File: config.mk
export PLATFORM = sky130hd
export DESIGN_NAME = ebsa_master
export DESIGN_NICKNAME = d
export VERILOG_FILES = /design/src/ebsa_pkg.sv /design/src/ebsa_fifo.sv /design/src/ebsa_master.sv
export SDC_FILE = /design/constraint.sdc
export NUM_CORES = 2
export LEC_CHECK = 0
export BUFFER_PORTS_ARGS = -buffer_cell sky130_fd_sc_hd__buf_2
export CAP_MARGIN = 20
export CORE_MARGIN = 4
export CORE_UTILIZATION = 45
export CTS_CLUSTER_SIZE = 12
export DETAILED_ROUTE_END_ITERATION = 12
export PLACE_DENSITY = 0.61
export SYNTH_ARGS = -nofsm -noshare
export SYNTH_HDL_FRONTEND = slang
export SYNTH_SLANG_ARGS = --single-unit
File: constraint.sdc
create_clock -name clock -period 2.8 [get_ports clock]
set_clock_uncertainty 0.2 [all_clocks]
set_input_delay 0.28 -clock clock [delete_from_list [all_inputs] [get_ports clock]]
set_output_delay 0.28 -clock clock [all_outputs]
set_load 0.005 [all_outputs]
File: src/ebsa_pkg.sv
// Constants and carrier types for the external bus strobe and acknowledge master.
// Assumes a single 20 MHz clock and a synchronous active-high reset.
//
// Contract
// - The master asserts the transfer-begin strobe at the start of every external transfer.
// - In write-enable mode the lane strobes are asserted only during writes.
// - With the byte-lane mode bit set for a bank, lane strobes act as byte enables on reads and writes.
// - The master provides one write-enable strobe per byte lane for program operations.
// - The master drives the direction signal for every transaction to show read or write.
// - The master asserts one of four bank selects to target the addressed bank.
// - Output permit is asserted only for chip-select accesses; memories keep outputs off otherwise.
// - The master asserts burst-continue while it wants another beat after the current one; it also asserts it on multi-beat writes, which end after one beat.
package ebsa_pkg;
    localparam int EBSA_BANKS = 4;
    localparam int EBSA_LANES = 4;
    localparam int EBSA_ADDR_W = 32;
    localparam int EBSA_DATA_W = 32;
    localparam int EBSA_BEAT_W = 3;
    localparam int EBSA_FIFO_DEPTH = 16;
    localparam logic [EBSA_BANKS-1:0] EBSA_BANK_NONE = 4'hF;
    localparam logic [EBSA_LANES-1:0] EBSA_LANE_NONE = 4'hF;
    localparam logic [EBSA_BEAT_W-1:0] EBSA_BEAT_ZERO = 3'h0;
    localparam logic [EBSA_BEAT_W-1:0] EBSA_BEAT_ONE = 3'h1;
    localparam logic [EBSA_BEAT_W-1:0] EBSA_BEAT_TWO = 3'h2;
    localparam logic [EBSA_ADDR_W-1:0] EBSA_ADDR_STEP = 32'h4;

    typedef enum logic [1:0] {
        EBSA_IDLE,
        EBSA_START,
        EBSA_BEAT
    } ebsa_state_e;

    // One queued request
    typedef struct packed {
        logic write;
        logic [1:0] bank;
        logic [EBSA_LANES-1:0] lanes;
        logic [EBSA_BEAT_W-1:0] beats;
        logic [EBSA_ADDR_W-1:0] addr;
        logic [EBSA_DATA_W-1:0] wdata;
    } ebsa_req_s;

    // Pin-side outputs, strobes and enables active low; direction, address and data out are not
    typedef struct packed {
        logic ts_n;
        logic rd_wr;
        logic [EBSA_BANKS-1:0] cs_n;
        logic oe_n;
        logic [EBSA_LANES-1:0] lane_n;
        logic burst_continue_request_n;
        logic [EBSA_ADDR_W-1:0] addr;
        logic [EBSA_DATA_W-1:0] data_out;
        logic data_oe_n;
    } ebsa_pins_s;
endpackage

File: src/ebsa_fifo.sv
// Request FIFO of parameterised width and depth, flip-flop storage.
// Assumes writer and reader share the one clock.
`timescale 1ns/100ps
module ebsa_fifo
#(
    parameter int WIDTH = 8,
    parameter int DEPTH = 16
)
(
    // Clock and reset
    input wire logic clock,
    input wire logic rst,
    // Fill side
    input wire logic in_valid,
    output logic in_ready,
    input wire logic [WIDTH-1:0] in_data,
    // Drain side
    output logic out_valid,
    input wire logic out_ready,
    output logic [WIDTH-1:0] out_data
);
    localparam int AW = $clog2(DEPTH);

    typedef struct packed {
        logic [DEPTH-1:0][WIDTH-1:0] mem;
        logic [AW-1:0] wr;
        logic [AW-1:0] rd;
        logic [AW:0] count;
    } ebsa_fifo_s;

    ebsa_fifo_s st;
    ebsa_fifo_s next_st;
    logic push;
    logic pop;

    // Handshake flags
    assign in_ready = (st.count != (AW+1)'(DEPTH));
    assign out_valid = (st.count != '0);
    assign out_data = st.mem[st.rd];
    assign push = in_valid && in_ready;
    assign pop = out_valid && out_ready;

    // Pointer and storage update
    always_comb
    begin
        next_st = st;
        if (push)
        begin
            next_st.mem[st.wr] = in_data;
            next_st.wr = (st.wr == AW'(DEPTH - 1)) ? '0 : st.wr + 1'b1;
        end
        if (pop)
        begin
            next_st.rd = (st.rd == AW'(DEPTH - 1)) ? '0 : st.rd + 1'b1;
        end
        next_st.count = st.count + (AW+1)'(push) - (AW+1)'(pop);
    end

    // State register
    always_ff @(posedge clock)
    begin
        if (rst)
        begin
            st <= '0;
        end
        else
        begin
            st <= next_st;
        end
    end
endmodule

File: src/ebsa_master.sv
// External bus master: strobe, selects, lane strobes and acknowledge handshake.
// Assumes the slave acknowledge arrives from a pin and is synchronised here.
`timescale 1ns/100ps
module ebsa_master
    import ebsa_pkg::*;
#(
    parameter int FIFO_DEPTH = EBSA_FIFO_DEPTH
)
(
    // Clock and reset
    input wire logic clock,
    input wire logic rst,
    // Request stream
    input wire logic req_valid,
    output logic req_ready,
    input wire ebsa_req_s req,
    // Per-bank lane mode, set selects byte enables
    input wire logic [EBSA_BANKS-1:0] byte_lane_mode_bit,
    // Read data return
    output logic rdata_valid,
    output logic [EBSA_DATA_W-1:0] rdata,
    output logic busy,
    // Bus pins
    output ebsa_pins_s pins,
    input wire logic slave_acknowledge_n,
    input wire logic [EBSA_DATA_W-1:0] data_in
);
    typedef struct packed {
        ebsa_state_e state;
        ebsa_req_s cur;
        logic [EBSA_BEAT_W-1:0] left;
        logic [1:0] ack_sync;
        logic [1:0][EBSA_DATA_W-1:0] din_sync;
        ebsa_pins_s pins;
        logic rdata_valid;
        logic [EBSA_DATA_W-1:0] rdata;
    } ebsa_master_s;

    ebsa_master_s st;
    ebsa_master_s next_st;
    logic q_valid;
    logic q_ready;
    ebsa_req_s q_data;
    logic ack;
    logic lane_on;

    ebsa_fifo #(.WIDTH($bits(ebsa_req_s)), .DEPTH(FIFO_DEPTH)) u_fifo
    (
        .clock(clock),
        .rst(rst),
        .in_valid(req_valid),
        .in_ready(req_ready),
        .in_data(req),
        .out_valid(q_valid),
        .out_ready(q_ready),
        .out_data(q_data)
    );

    // Second synchroniser stage only
    assign ack = !st.ack_sync[1];
    assign q_ready = (st.state == EBSA_IDLE);
    assign pins = st.pins;
    assign rdata_valid = st.rdata_valid;
    assign rdata = st.rdata;
    assign busy = (st.state != EBSA_IDLE);

    // Lane strobe qualifier for the current request
    // writes always, reads only on a bank with its byte-lane mode bit set
    assign lane_on = st.cur.write || byte_lane_mode_bit[st.cur.bank];

    // Sequencer
    always_comb
    begin
        next_st = st;
        next_st.ack_sync = {st.ack_sync[0], slave_acknowledge_n};
        next_st.din_sync = {st.din_sync[0], data_in};
        next_st.rdata_valid = 1'b0;
        next_st.pins.ts_n = 1'b1;
        case (st.state)
            EBSA_IDLE:
            begin
                next_st.pins.cs_n = EBSA_BANK_NONE;
                next_st.pins.oe_n = 1'b1;
                next_st.pins.lane_n = EBSA_LANE_NONE;
                next_st.pins.burst_continue_request_n = 1'b1;
                next_st.pins.data_oe_n = 1'b1;
                if (q_valid)
                begin
                    next_st.cur = q_data;
                    next_st.left = (q_data.beats == EBSA_BEAT_ZERO) ? EBSA_BEAT_ONE : q_data.beats;
                    next_st.state = EBSA_START;
                end
            end
            EBSA_START:
            begin
                next_st.pins.ts_n = 1'b0;
                next_st.pins.rd_wr = !st.cur.write;
                next_st.pins.addr = st.cur.addr;
                next_st.pins.cs_n = ~(EBSA_BANKS'(1) << st.cur.bank);
                next_st.pins.oe_n = st.cur.write;
                next_st.pins.lane_n = lane_on ? ~st.cur.lanes : EBSA_LANE_NONE;
                next_st.pins.burst_continue_request_n = !(st.left > EBSA_BEAT_ONE);
                next_st.pins.data_out = st.cur.wdata;
                next_st.pins.data_oe_n = !st.cur.write;
                next_st.state = EBSA_BEAT;
            end
            EBSA_BEAT:
            begin
                if (ack)
                begin
                    if (!st.cur.write)
                    begin
                        next_st.rdata_valid = 1'b1;
                        next_st.rdata = st.din_sync[1];
                    end
                    if (st.cur.write || st.left == EBSA_BEAT_ONE)
                    begin
                        next_st.pins.cs_n = EBSA_BANK_NONE;
                        next_st.pins.oe_n = 1'b1;
                        next_st.pins.lane_n = EBSA_LANE_NONE;
                        next_st.pins.burst_continue_request_n = 1'b1;
                        next_st.pins.data_oe_n = 1'b1;
                        next_st.state = EBSA_IDLE;
                    end
                    else
                    begin
                        next_st.left = st.left - EBSA_BEAT_ONE;
                        next_st.pins.burst_continue_request_n = !(st.left > EBSA_BEAT_TWO);
                        next_st.pins.addr = st.pins.addr + EBSA_ADDR_STEP;
                    end
                end
            end
            default:
            begin
                next_st.state = EBSA_IDLE;
            end
        endcase
    end

    // State register
    always_ff @(posedge clock)
    begin
        if (rst)
        begin
            st <= '0;
            st.state <= EBSA_IDLE;
            st.ack_sync <= 2'h3;
            st.pins.ts_n <= 1'b1;
            st.pins.rd_wr <= 1'b1;
            st.pins.cs_n <= EBSA_BANK_NONE;
            st.pins.oe_n <= 1'b1;
            st.pins.lane_n <= EBSA_LANE_NONE;
            st.pins.burst_continue_request_n <= 1'b1;
            st.pins.data_oe_n <= 1'b1;
        end
        else
        begin
            st <= next_st;
        end
    end
endmodule

==> impl_metrics.yaml <==
critical_path:
  end_kind: "register"
  critPathMaxStageDelay_ns: 0.59
  r2r-start: "u_fifo.st[5]"
  start_kind: "register"
  worstPathCellList: "buf_12 -> buf_12 -> mux4_2 -> mux4_2 -> nand2_1 -> a21oi_1"
  cp_max_fo: 21
  required_ns: 3.23
  startpoint: "u_fifo.st[5]"
  crit_slowest_cell: "mux4_2"
  cp.arrival_ns: 3.04
  critical_path_class: "register to register"
sta:
  setup_viol_count_final: 0
  rsz0062_at_grt: "no"
  tightest_slew_ns: 0.981
  max_slew_margin_pct: 34.6
  slew_viol_final: 0
  fin_crit_sh_pct: 93.2
  period_minus_slack_ns: 2.61
  setup_tns_ns: 0
  hold_viol_final: 0
  timing.hold.ws_ns: 0.0614
  setup_slack_ns: 0.190
  fmax_mhz: 383
synthesis:
  avgSynthCellArea_sq_um: 8.75
  synth_seq_area_share_pct: 47.7
  synth_nets: 7094
  netlist_instances: 6960
  synth.ff_latch_count: 1449
  synth_area_sq_um: 60900
  synth.distinct_cells: 74
  yosysWarnings: 0
  synth_async_sr_flop_share_pct: 0
  synth_top_flop_cell: "dfxtp_1"
  synth_edf_count: 0
global_route:
  antenna_found_initial: 13
  gr-usage-met1_pct: 38.3
  grt_max_degree: 206
  grt_overflow_total: 0
  busiest_layer: "met2"
  grt_pass1_vias: 47000
  globalRouteMet2Util_pct: 42.8
  grt_pass1_wl_mm: 297
  met3_usage_pct: 5.21
  track_usage_pct: 27.2
clock_tree:
  cts_root_buf: "clkbuf_16"
  cts_tree: "built"
  cts_made_buffers: 154
  insertion_delay_ns: 0.80
  clock_tree.buffer_depth: 3
  clock_sinks: 1449
  clk_pin_slew_ns: 0.06
  ctsHtreeMaxLevel: 4
drt:
  vias: 50000
  drc: 0
  drt-vias-per-instance: 5.71
  drtAntennaViolNets: 0
  drt_iter0_markers: 5691
  drt-total-wl_mm: 197
  routedWlPerCell_um: 22.5
  dr.pass1.iters: 5
die:
  die_h_um: 376
  num_rows: 134
  initial_core_util_pct: 45.4
  fp.dieW_um: 376
  dieArea_sq_um: 141000
  ioPinCount: 226
  coreArea_sq_um: 134000
cells_and_area:
  drive_gt1_share_pct: 15.4
  stdcell_area_sq_um: 69900
  final_core_util_pct: 52.2
  final_nets: 7001
  syn2layout_area_growth_pct: 14.8
  fill_cells: 12100
  multiInputGateArea_sq_um: 28200
  stdcell_count: 8752
  seq_area_sq_um: 29000
power_and_ir_drop:
  p_leak_nw: 23.8
  vdd_ir_drop_max_mv: 0.801
  power_density_nw_per_um2: 760
  finalPower_mw: 53.1
place:
  place_area_sq_um: 63500
  dp_cells: 8341
  gp_congestion: 0.802
  hpwl_mm: 111
  port_buffers: 225
  dpl_worst_slack_ns: 0.0283
job:
  maxCapViolations: 0
min_path:
  holdCritPathClass: "input port to register"
  min_from: "data_in[30]"
status:
  status: "completed"
[power by group]
part,switching (mW),leakage [nW],internal [mW]
combinational,6.71,9.65,4.36
clock,8.53,2.41,11.4
sequential,0.674,11.7,21.4
[cells in the final DEF, fill, tap and decap left out, drive strengths merged, types with 5 or more instances in the layout]
cell         instances
a211oi               5
a21oi             1250
a311oi               5
a31oi               10
and3                17
and4                 6
buf                420
clkbuf             229
clkinv              22
dfxtp             1449
diode                8
dlygate4sd3        136
ha                  19
inv                 32
mux2i              120
mux4               368
nand2             2478
nand2b               7
nand3               25
nand4               10
nor2               147
nor2b               79
nor3                20
nor4                10
o211ai               5
o21ai               29
[per-layer routing]
layer	vias up	routed length [um]
met5	-	70
met4	12	4450
met3	347	18400
met2	2237	89800
met1	24400	84200
li1	23000	-
[final cells by class]
| class | count | share of cell area, % |
|---|---|---|
| Antenna cell | 8 | 0.0287 |
| Clock buffer | 229 | 6.44 |
| Clock inverter | 36 | 0.555 |
| Inverter | 23 | 0.127 |
| Multi-Input combinational cell | 4683 | 40.3 |
| Sequential cell | 1449 | 41.5 |
| Tap cell | 1768 | 3.17 |
| Timing Repair Buffer | 556 | 7.80 |
[sequential cells by signal, summed over array words and instances, names as in the netlist]
signal       flops
next_st         33
pins            77
rdata           32
rdata_valid      1
st             109
u_fifo.st     1197
[synth_stat cells, types with 8 or more instances]
cell type | instances | area, sq um
nor2b_1 | 79 | 494
inv_1 | 22 | 82.6
nand4_1 | 9 | 56.3
nor2_1 | 146 | 548
a31oi_1 | 10 | 62.6
buf_1 | 134 | 503
nand3_1 | 25 | 125
buf_4 | 112 | 841
and3_1 | 17 | 106
buf_6 | 21 | 236
o21ai_0 | 22 | 110
nor4_1 | 8 | 50.1
clkbuf_1 | 311 | 1170
buf_2 | 227 | 1140
mux2i_1 | 120 | 1200
ha_1 | 19 | 238
nand2_1 | 2478 | 9300
mux4_2 | 368 | 8290
nor3_1 | 20 | 100
dfxtp_1 | 1449 | 29000
a21oi_1 | 1250 | 6260
[worst paths after layout]
check	endpoint	slack [ns]	depth (start not counted)
worst min register to register	st[175]	0.22	1
worst max register to register	st[218]	0.19	6
worst max-delay path	st[218]	0.19	6
worst min-delay path	next_st[172]	0.06	3
[logic make-up (layout without fill, tap and decap cells)]
| group | after synthesis | count (layout) | share of synthesized area, % |
|---|---|---|---|
| AOI/OAI and AO/OA | 1344 | 1344 | 11.4 |
| xor gates and xnor gates | 8 | 8 | 0.115 |
| adders and majority gates | 20 | 20 | 0.423 |
| buffers and inverters | 828 | 844 | 6.52 |
| DFF | 1449 | 1449 | 47.7 |
| muxes | 492 | 492 | 15.7 |
| other | 0 | 8 | 0 |
| and+or+nand+nor | 2819 | 2819 | 18.2 |
[worst max-delay path, delay by kind of cell (launching register included)]
| family | cells | cell delay, ns |
|---|---|---|
| buffers and inverters | 2 | 0.46 |
| DFF | 1 | 0.42 |
| AOI/OAI and AO/OA | 1 | 0.06 |
| and+or+nand+nor | 1 | 0.12 |
| muxes | 2 | 1.13 |
[what timing repair did]
action                     4_1_cts  5_1_grt
buffers inserted                 1        1
setup endpoints to repair        1       38
hold buffers                   136        0
gates resized for setup          2       11
gates cloned                     0        0
pin swaps                        2        5
hold endpoints to repair      1329        0
Power figures use the tool's default switching activity.
